File: config.mk
export PLATFORM = sky130hd
export DESIGN_NAME = fiec_core
export DESIGN_NICKNAME = d
export VERILOG_FILES = /design/src/logic/fiec_pkg.sv /design/src/logic/fiec_edge_if.sv /design/src/logic/fiec_edge.sv /design/src/logic/fiec_core.sv
export SDC_FILE = /design/constraint.sdc
export NUM_CORES = 1
export LEC_CHECK = 0
export ABC_AREA = 0
export BUFFER_PORTS_ARGS = -buffer_cell sky130_fd_sc_hd__buf_2
export CAP_MARGIN = 20
export CORE_MARGIN = 2
export CORE_UTILIZATION = 46
export DETAILED_ROUTE_END_ITERATION = 10
export PLACE_DENSITY_LB_ADDON = 0.05
export SLEW_MARGIN = 20
export SYNTH_ARGS = -nofsm -noshare
export SYNTH_HDL_FRONTEND = slang
export SYNTH_SLANG_ARGS = --single-unit
File: constraint.sdc
create_clock -name sys_clk -period 5.39 [get_ports sys_clk]
set_input_delay 0.8085 -clock sys_clk [delete_from_list [all_inputs] [get_ports sys_clk]]
set_output_delay 0.8085 -clock sys_clk [all_outputs]
set_load 0.02 [all_outputs]
File: src/logic/fiec_pkg.sv
// Constants and shared types for the fast input edge capture block
// What this block does
// - Edge code picks rising, falling, or alternating
// - Reset and unwritten mode capture rising only
// - Report distance between last two captures
// - Rising-only mode: status bit one, rise-to-rise
// - Falling-only mode: status bit zero, fall-to-fall
// - Alternating, bit one: falling to rising
// - Alternating, bit zero: rising to falling
// - Latch software position apart from hardware latch
// - Distance also readable in feedback units
// - Captured position also readable in feedback units
package fiec_pkg;

  // Bus and datapath widths
  localparam int unsigned ADDR_W = 8;
  localparam int unsigned DATA_W = 32;
  localparam int unsigned POS_W  = 32;

  // Register byte offsets, one aligned word each
  localparam logic [ADDR_W-1:0] OFS_EDGE_MODE  = 8'h00;
  localparam logic [ADDR_W-1:0] OFS_CONTROL    = 8'h04;
  localparam logic [ADDR_W-1:0] OFS_STATUS     = 8'h08;
  localparam logic [ADDR_W-1:0] OFS_DIST_PROG  = 8'h0c;
  localparam logic [ADDR_W-1:0] OFS_DIST_FB    = 8'h10;
  localparam logic [ADDR_W-1:0] OFS_CAP_PROG   = 8'h14;
  localparam logic [ADDR_W-1:0] OFS_CAP_FB     = 8'h18;
  localparam logic [ADDR_W-1:0] OFS_HW_LATCH   = 8'h1c;
  localparam logic [ADDR_W-1:0] OFS_IRQ_STATUS = 8'h20;
  localparam logic [ADDR_W-1:0] OFS_IRQ_MASK   = 8'h24;

  // Edge-select codes
  localparam logic [1:0] MODE_RISE     = 2'h0;
  localparam logic [1:0] MODE_FALL     = 2'h1;
  localparam logic [1:0] MODE_ALT_RISE = 2'h2;
  localparam logic [1:0] MODE_ALT_FALL = 2'h3;
  localparam logic [1:0] MODE_RESET    = MODE_RISE;

  // Field positions
  localparam int unsigned CTRL_ENABLE_BIT = 0;
  localparam int unsigned STAT_RISE_BIT   = 0;
  localparam int unsigned STAT_VALID_BIT  = 1;
  localparam int unsigned STAT_ENABLE_BIT = 2;
  localparam int unsigned IRQ_CAP_BIT     = 0;
  localparam int unsigned IRQ_DIST_BIT    = 1;
  localparam int unsigned IRQ_W           = 2;

  // Reset values
  localparam logic              ENABLE_RESET   = 1'b0;
  localparam logic [IRQ_W-1:0]  IRQ_MASK_RESET = 2'h0;
  localparam logic [POS_W-1:0]  POS_RESET      = 32'h0000_0000;
  localparam logic [DATA_W-1:0] RDATA_IDLE     = 32'h0000_0000;

  // Count of captures held; two means a distance exists
  localparam logic [1:0] NCAP_FULL = 2'h2;

  // Which edge the alternating sequencer waits for next
  typedef enum logic {
    EXP_RISE,
    EXP_FALL
  } fiec_expect_t;

endpackage

File: src/logic/fiec_edge_if.sv
// Carrier between the capture core and its edge qualifier
interface fiec_edge_if;
  import fiec_pkg::*;

  logic [1:0] mode;     // Selected edge code
  logic       enable;   // Capture armed by software
  logic       restart;  // Pulse: restart alternating order
  logic       cap;      // Pulse: qualified capture edge
  logic       cap_rise; // Edge kind of that capture

  modport core (
    output mode,
    output enable,
    output restart,
    input  cap,
    input  cap_rise
  );

  // Qualifier side; the plain word for this side is reserved by the language
  modport qual (
    input  mode,
    input  enable,
    input  restart,
    output cap,
    output cap_rise
  );
endinterface

File: src/logic/fiec_edge.sv
// Fast input synchroniser, edge detector and edge-mode qualifier
module fiec_edge
  import fiec_pkg::*;
(
  input  wire logic sys_clk,  // Module clock
  input  wire logic rst_n,    // Synchronous reset, active low
  input  wire logic fast_in,  // Raw fast input line
  fiec_edge_if.qual eif       // Link to the capture core
);

  // All state of the qualifier
  typedef struct packed {
    logic         sync1;    // First synchroniser stage
    logic         sync2;    // Second synchroniser stage
    logic         prev;     // Previous synchronised sample
    fiec_expect_t expect_e; // Next edge in alternating modes
    logic         cap;      // Registered capture pulse
    logic         cap_rise; // Registered edge kind
  } fiec_edge_st_t;

  fiec_edge_st_t s_q;  // Current state
  fiec_edge_st_t s_d;  // Next state

  logic rise;  // Rising edge seen this cycle
  logic fall;  // Falling edge seen this cycle
  logic take;  // Edge accepted by the mode

  // Next-state logic
  always_comb begin
    s_d          = s_q;
    // Stage one feeds stage two only; metastability stays contained
    s_d.sync1    = fast_in;
    s_d.sync2    = s_q.sync1;
    s_d.prev     = s_q.sync2;
    // Compare successive settled samples
    rise         = s_q.sync2 & ~s_q.prev;
    fall         = ~s_q.sync2 & s_q.prev;
    take         = 1'b0;
    s_d.cap      = 1'b0;
    s_d.cap_rise = s_q.cap_rise;
    case (eif.mode)
      // Rising only, also the reset choice
      MODE_RISE: begin
        take = rise;
      end
      // Falling only
      MODE_FALL: begin
        take = fall;
      end
      // Alternating modes follow the expected edge
      MODE_ALT_RISE, MODE_ALT_FALL: begin
        take = (s_q.expect_e == EXP_RISE) ? rise : fall;
      end
      default: begin
        take = 1'b0;
      end
    endcase
    // Captures only while armed by software
    if (eif.enable && take) begin
      s_d.cap      = 1'b1;
      s_d.cap_rise = rise;
      s_d.expect_e = rise ? EXP_FALL : EXP_RISE;
    end
    // Mode write or arming restarts the alternating order
    if (eif.restart) begin
      s_d.expect_e = (eif.mode == MODE_ALT_FALL) ? EXP_FALL : EXP_RISE;
    end
    if (!rst_n) begin
      s_d.sync1    = 1'b0;
      s_d.sync2    = 1'b0;
      s_d.prev     = 1'b0;
      s_d.expect_e = EXP_RISE;
      s_d.cap      = 1'b0;
      s_d.cap_rise = 1'b0;
    end
  end

  // State register
  always_ff @(posedge sys_clk) begin
    s_q <= s_d;
  end

  assign eif.cap      = s_q.cap;
  assign eif.cap_rise = s_q.cap_rise;

endmodule

File: src/logic/fiec_core.sv
// Fast input edge capture: registers, position latches, distances, interrupt
//
// The register addresses and the address-and-strobe port are this design's own decisions.
module fiec_core
  import fiec_pkg::*;
(
  input  wire logic              sys_clk,   // Module clock, 20 MHz
  input  wire logic              rst_n,     // Synchronous reset, active low
  input  wire logic              fast_in,   // Axis fast input line
  input  wire logic [POS_W-1:0]  pos_prog,  // Software position, programming units
  input  wire logic [POS_W-1:0]  pos_fb,    // Software position, feedback units
  input  wire logic [POS_W-1:0]  pos_hw,    // Raw hardware position counter
  input  wire logic [ADDR_W-1:0] addr,      // Register byte address
  input  wire logic [DATA_W-1:0] wdata,     // Write data
  input  wire logic              wr,        // Write strobe, one cycle
  input  wire logic              rd,        // Read strobe, one cycle
  output logic      [DATA_W-1:0] rdata,     // Read data, cycle after rd
  output logic                   irq        // Level interrupt
);

  // All state of the core
  typedef struct packed {
    logic [1:0]        mode;       // Edge-select code
    logic              enable;     // Capture armed
    logic              restart;    // Restart pulse to qualifier
    logic              last_rise;  // Kind of the latest capture
    logic [1:0]        ncap;       // Captures seen, saturating
    logic [POS_W-1:0]  cap_prog;   // Latched software position
    logic [POS_W-1:0]  cap_fb;     // Same in feedback units
    logic [POS_W-1:0]  hw_latch;   // Latched raw hardware position
    logic [POS_W-1:0]  dist_prog;  // Distance, programming units
    logic [POS_W-1:0]  dist_fb;    // Distance, feedback units
    logic [IRQ_W-1:0]  irq_st;     // Sticky event bits
    logic [IRQ_W-1:0]  irq_mask;   // Interrupt enables
    logic [DATA_W-1:0] rdata;      // Read data register
  } fiec_core_st_t;

  fiec_core_st_t s_q;  // Current state
  fiec_core_st_t s_d;  // Next state

  fiec_edge_if eif ();  // Link to the edge qualifier

  logic [IRQ_W-1:0]  ev;       // Events this cycle
  logic              ev_dist;  // A fresh distance is produced
  logic [DATA_W-1:0] rmux;     // Selected read value

  // Edge detection and qualification
  fiec_edge u_edge (
    .sys_clk (sys_clk),
    .rst_n   (rst_n),
    .fast_in (fast_in),
    .eif     (eif)
  );

  assign eif.mode    = s_q.mode;
  assign eif.enable  = s_q.enable;
  assign eif.restart = s_q.restart;

  // Next-state logic
  always_comb begin
    s_d         = s_q;
    s_d.restart = 1'b0;
    ev          = '0;
    ev_dist     = 1'b0;
    rmux        = RDATA_IDLE;

    // Capture: latch position and measure from the previous capture
    if (eif.cap) begin
      s_d.cap_prog  = pos_prog;
      s_d.cap_fb    = pos_fb;
      // Raw latch kept apart so software position is undisturbed
      s_d.hw_latch  = pos_hw;
      s_d.last_rise = eif.cap_rise;
      // Wraparound subtraction keeps signed distance across rollover
      s_d.dist_prog = pos_prog - s_q.cap_prog;
      s_d.dist_fb   = pos_fb - s_q.cap_fb;
      if (s_q.ncap != NCAP_FULL) begin
        s_d.ncap = s_q.ncap + 2'h1;
      end
      ev[IRQ_CAP_BIT] = 1'b1;
      // First capture has no predecessor, so no distance yet
      ev_dist          = (s_q.ncap != 2'h0);
      ev[IRQ_DIST_BIT] = ev_dist;
    end

    // Register writes
    if (wr) begin
      case (addr)
        OFS_EDGE_MODE: begin
          s_d.mode    = wdata[1:0];
          s_d.restart = 1'b1;
          // New edge pairing invalidates the old distance
          s_d.ncap    = 2'h0;
        end
        OFS_CONTROL: begin
          s_d.enable  = wdata[CTRL_ENABLE_BIT];
          s_d.restart = 1'b1;
          if (!wdata[CTRL_ENABLE_BIT]) begin
            s_d.ncap = 2'h0;
          end
        end
        OFS_IRQ_MASK: begin
          s_d.irq_mask = wdata[IRQ_W-1:0];
        end
        default: begin
          // Read-only or unmapped: write ignored
        end
      endcase
    end

    // Read multiplexer
    case (addr)
      OFS_EDGE_MODE:  rmux = {{(DATA_W-2){1'b0}}, s_q.mode};
      OFS_CONTROL:    rmux = {{(DATA_W-1){1'b0}}, s_q.enable};
      OFS_STATUS: begin
        rmux = RDATA_IDLE;
        rmux[STAT_RISE_BIT]   = s_q.last_rise;
        rmux[STAT_VALID_BIT]  = (s_q.ncap == NCAP_FULL);
        rmux[STAT_ENABLE_BIT] = s_q.enable;
      end
      // Value stands until the next capture; the program reads after its call
      OFS_DIST_PROG:  rmux = s_q.dist_prog;
      OFS_DIST_FB:    rmux = s_q.dist_fb;
      OFS_CAP_PROG:   rmux = s_q.cap_prog;
      OFS_CAP_FB:     rmux = s_q.cap_fb;
      OFS_HW_LATCH:   rmux = s_q.hw_latch;
      OFS_IRQ_STATUS: rmux = {{(DATA_W-IRQ_W){1'b0}}, s_q.irq_st};
      OFS_IRQ_MASK:   rmux = {{(DATA_W-IRQ_W){1'b0}}, s_q.irq_mask};
      default:        rmux = RDATA_IDLE;
    endcase

    // Read data valid in the cycle after the strobe only
    s_d.rdata = rd ? rmux : RDATA_IDLE;

    // Sticky events; read clears, but a same-cycle event survives
    if (rd && (addr == OFS_IRQ_STATUS)) begin
      s_d.irq_st = ev;
    end else begin
      s_d.irq_st = s_q.irq_st | ev;
    end

    // Reset values; mode defaults to rising only
    if (!rst_n) begin
      s_d.mode      = MODE_RESET;
      s_d.enable    = ENABLE_RESET;
      s_d.restart   = 1'b1;
      s_d.last_rise = 1'b0;
      s_d.ncap      = 2'h0;
      s_d.cap_prog  = POS_RESET;
      s_d.cap_fb    = POS_RESET;
      s_d.hw_latch  = POS_RESET;
      s_d.dist_prog = POS_RESET;
      s_d.dist_fb   = POS_RESET;
      s_d.irq_st    = '0;
      s_d.irq_mask  = IRQ_MASK_RESET;
      s_d.rdata     = RDATA_IDLE;
    end
  end

  // State register
  always_ff @(posedge sys_clk) begin
    s_q <= s_d;
  end

  // Outputs
  assign rdata = s_q.rdata;
  assign irq   = |(s_q.irq_st & s_q.irq_mask);

endmodule

Yosys cells after proc, flatten, opt, wreduce, memory -nomap -nowiden
Cells that the tools add are included.
- output and inout port bits: 33
- logic and storage cells: 71
- memories: 0
- latch bits: 0
- ROM bits: 0
- bits in registers: 209
- memory bits (writable): 0
- bitwise operators: 6
- reduce and logical (&&, ||, !) cells: 13
- divide/modulo/power cells: 0
- $mul: 0
- magnitude comparators: 0
- shift-type cells: 0
- muxes and demuxes: 16
- equality and inequality tests: 14
- add/sub/neg operators: 3
- operators with widths (operator ; count):
    32-bit one-hot mux with 10 select lines ; 1
    162-bit two-way mux ; 1
    32-bit subtractor ; 2
    8-bit by 5-bit == test with 1-bit output, second input constant ; 4
    8-bit by 4-bit == test with 1-bit output, second input constant ; 2
    8-bit by 6-bit == test with 1-bit output, second input constant ; 2
    2-bit two-way mux ; 5
    8-bit by 3-bit == test with 1-bit output, second input constant ; 1
    8-bit zero test ; 1
    2-bit AND reduction ; 4
    2-bit == test, second input constant ; 3
    1-bit two-way mux ; 6
    2-bit OR reduction ; 3
    2-bit one-hot mux with 2 select lines ; 1
    2-bit nonzero test ; 2
    3-bit two-way mux ; 1
    1-bit one-hot mux with 3 select lines ; 1
    2-bit by 1-bit adder with 2-bit output, second input constant ; 1
    1-bit bitwise AND ; 2
    2-bit bitwise AND ; 1
    2-bit by 1-bit == test with 1-bit output, second input constant ; 1
    1-bit logical AND ; 2
    2-bit zero test ; 1
    2-bit inequality test, second input constant ; 1
    2 further kinds ; 3

Depth between registers and ports, before layout
- depth in word-level cells: 7
- depth in mapped cells: 11
- gate-level depth less buffers: 11

Hierarchy
From an unflattened synthesis, not the netlist that was laid out.
- cell total of the unflattened synthesis: 1433
- area, all modules: 12000.3 um^2
- modules (own cells, without submodules) (module ; sequential area each (um^2) ; cells each ; times used ; area each (um^2)):
    fiec_core ; 4063.9 ; 1408 ; 1 ; 11748.8
    fiec_edge ; 120.1 ; 25 ; 1 ; 251.5

Worst setup path before layout
Ideal clock, no wire load.
- kind: input port to flip-flop
- start: input port pos_fb[0]
- end: register s_q[64] (netlist name)
- arrival: 2.853 ns
- setup slack: 2.442 ns
- setup time: 0.095 ns
- cell stages on the path: 11
- path through: inv_1 > ha_1 > fa_1 > nand2b_1 > a211oi_1 > o21bai_1 > a21oi_2 > nor2_1 > o221ai_1 > mux2_2 > o311ai_1
- cells in the longest elaborated chain, start to end: 1
- ends and longest elaborated chain (element ; line ; RTL):
    start: declaration ; fiec_core.sv:11 ; input wire logic [POS_W-1:0] pos_fb,
    32-bit subtractor ; fiec_core.sv:76 ; s_d.dist_fb = pos_fb - s_q.cap_fb;
    end signal: assignment ; fiec_core.sv:162 ; s_q <= s_d;
    end: declaration ; fiec_core.sv:38 ; fiec_core_st_t s_q;
No other way between the ends.
A chain may end at the register's enable or synchronous reset.

Final worst setup path
Ends and elaborated chain as after synthesis.

==> impl_results.md <==
- Register-to-Register Path Depth: 10
- Slowest cell delay on critical path: 0.62 ns
- WHS Endpoint: u_edge.s_q[4]
- Die Ht: ~170 um
- Reg2Reg Setup Slack: roughly 2.1 ns
- Synth Flop Type: dfxtp_1
- Vias in the first global route: between 9000 and 10000
- Achievable clock frequency: slightly below 0.3 GHz
- Worst Tran Pin Value: around 1.0 ns
- Skew final: about 0.012 ns
- CTS clk-pin slew, worst paths: around 0.05 ns
- Max Cap Viol: 0
- CTS Buf Count: 25
- Tot Pwr: about 3500 uW
- Distinct cells, synth: 83
- Sequential area share after synthesis: between 30% and 40%
- Post-CTS resize count: 0
- GRT overflow: 0
- P_leak: between 0.004 and 0.005 uW
- Sink Count: 209
- EDFF count, synth: 0
- Initial antenna violation count: 0
- Clock Tree Root: clkbuf_16
- Starting Density: a little under half
- TritonCTS clock tree: done
- Layout area overhead: 11.82%
- Worst r2r dst: s_q[64]
- FP Rows: 58
- Detailed-route via count: between 10000 and 15000
- Initial DRC count: a little under 900
- Final Max Slew Viols: 0
- Hold buffer count at cts: 0
- Cell Chain, Critical Path: buf_2, inv_1, ha_1, fa_1, nand2b_1, a211oi_1, o21bai_1, a21oi_2, nor2_1, o221ai_1, mux2_2, o311ai_1
- Crit path kind: in2reg
- Async SR Flop Fraction: 0%
- Slowest CP cell: a211oi_1
- Detailed placement HPWL: 22.54 mm
- Die Span X: roughly 170 um
- DR pass1 iterations: 8
- Final Hold Viols: 0
- All-layer global routing usage: about a quarter
- Routed WL: roughly 32 mm
- WP data required: 5.80 ns
- Setup bufs post-CTS: 0
- Hold path cells: 1
- Clk buf depth: 3
- Hold/Removal Path Class: reg2reg
- Status: complete, no violations
- CP Capture Type: register
- First-pass GRT wire length: around 51 mm
- Final min period: 3.384 ns
- Synth Area per Inst: 8.579 um2
- Layout cell share with drive strength beyond 1: 15.16%
- Io pins: 174
- Leading area contributor after synthesis: dfxtp_1
- Top cell type's share of synthesized area: between 30% and 40%
- Wire per inst: ~18 um
- # diodes: 0
- Area after DPL: ~13000 um2
- Arrival @ worst endpoint: approximately 3.8 ns
- Routed Antenna Nets: 0
- Syn_nets: between 1500 and 2000
- Crit Reg-Reg Startpoint: s_q[132]
- CP Launch Type: primary input
- Final Cycle Share: between 60% and 70%
- Setup TNS: 0 ns
- Most frequent cells in the layout: dfxtp_1 (208), nor2_1 (167), buf_2 (143)
- Worst-skew pair later-pin latency: between 0.5 and 0.6 ns
- Most area-consuming cells after synthesis: dfxtp_1 (35%), mux2i_1 (11%), ha_1 (6.8%)
- Synth Instances: around 1400
- PD cells: 262.8 nW/um2
- Max VDD drop: 0.0002224 V
- Commonest non-fill, non-tap cell in the layout: dfxtp_1
- Ys Warns: 0
- Finished Cell Area: 13340 um2
- Mapped Area: between 10000 and 15000 um2
- RSZ-0062 raised after global routing: no
- H-tree depth: 1
- Nets: between 1500 and 2000
- Largest net degree at the start of global routing: between 80 and 90
- Port buffer count: between 100 and 150
- Final setup fails: 0
- DR DRC count: 0
- Post-synthesis register bit count: roughly 210
- CP max FO: 5
- Slew headroom: 31.16%
- Core footprint: between 20000 and 30000 um2
- Hold Crit Start: u_edge.s_q[5]
- Drt via density: 5.646
- Die area: between 20000 and 30000 um2
- FILL cells: ~2500
- Routability Congestion: roughly 0.9
-- power breakdown --
part           internal [uW]  switching (uW)
clock                    952             646
combinational            142             219
sequential              1550           0.781
-- kinds of logic (layout without fill, tap and decap cells) --
logic type	Yosys count	after routing	synth area share (%)
AND/OR/NAND/NOR	393	393	15.34
AO/OA/AOI/OAI	352	352	20.38
flip-flops	209	209	35.06
multiplexers	137	137	11.52
buffers and inverters	192	279	7.528
XOR/XNOR	41	41	3.009
adder cells (fa/ha/maj)	67	67	7.151
-- per-layer routing --
metal / global-route usage [%] / wire length, um
met2: 37.16 / 14490
met5: 0 / 0
met3: 3.846 / 1898
met4: 4.150 / 524
met1: 33.61 / 15240
-- Yosys cell counts, types with 6 or more instances --
cell        n
a31oi_1    12
o21ai_0    45
a21oi_1   106
inv_1      81
clkbuf_1   55
buf_1       9
a22oi_1    31
or3_1       7
a221oi_1    7
o21a_1     14
a222oi_1   29
buf_4      35
nand4_1    14
xor2_1     16
o31ai_1     6
and3_1     11
mux2i_1   134
a21o_1     32
nor2_1    169
nand4b_1    6
a211oi_1   12
nor2b_1     8
nand3_1    46
xnor2_1    25
dfxtp_1   209
nand2b_1    8
nand2_1    71
ha_1       65
nor3_1     22
and2_1      6
-- area by class of cell --
class	instances	area (um2)	area share (%)
clock buffers	38	714.4	5.354
clock inverters	5	50.05	0.3751
inverters	82	310.3	2.326
multi-input cells	990	6869	51.48
flip-flops and latches	209	4188	31.39
well taps	330	412.9	3.095
repair buffers	154	798.3	5.983
-- how the worst max path moves through the flow --
stage	from	end	slack [ns]
6_report	pos_fb[0]	s_q[64]	2.01
5_1_grt	pos_fb[0]	s_q[64]	1.96
4_1_cts	pos_fb[0]	s_q[64]	2.07
3_5_place_dp	pos_fb[0]	s_q[64]	1.56
3_3_place_gp	pos_fb[0]	s_q[64]	1.56
2_1_floorplan	pos_fb[0]	s_q[64]	2.44
-- critical path, delay by kind of cell --
kind | cells | cell delay (ns)
AO/OA/AOI/OAI | 5 | 1.55
adder cells (fa/ha/maj) | 2 | 0.62
multiplexers | 1 | 0.38
AND/OR/NAND/NOR | 2 | 0.32
buffers and inverters | 2 | 0.13
-- state kept, by name, summed over array words and instances, names as in the netlist --
| signal | count |
|---|---|
| s_q | 167 |
| rdata | 32 |
| u_edge.s_q | 4 |
| eif.mode | 2 |
| eif.enable | 1 |
| eif.restart | 1 |
| u_edge.eif.cap | 1 |
| u_edge.eif.cap_rise | 1 |
-- metrics by stage --
step	util, %	cells	setup WS [ns]	hold WS, ns
detailed placement	49.66	1765	1.561	0.4282
CTS	52.68	1808	2.075	0.4508
global placement	49.66	1765	1.561	0.4280
global route	52.68	1808	1.963	0.4722
floorplan	-	1391	2.442	0.4119
finish	52.68	1808	2.006	0.4438
Note: power is estimated with default switching activity, not from simulation.
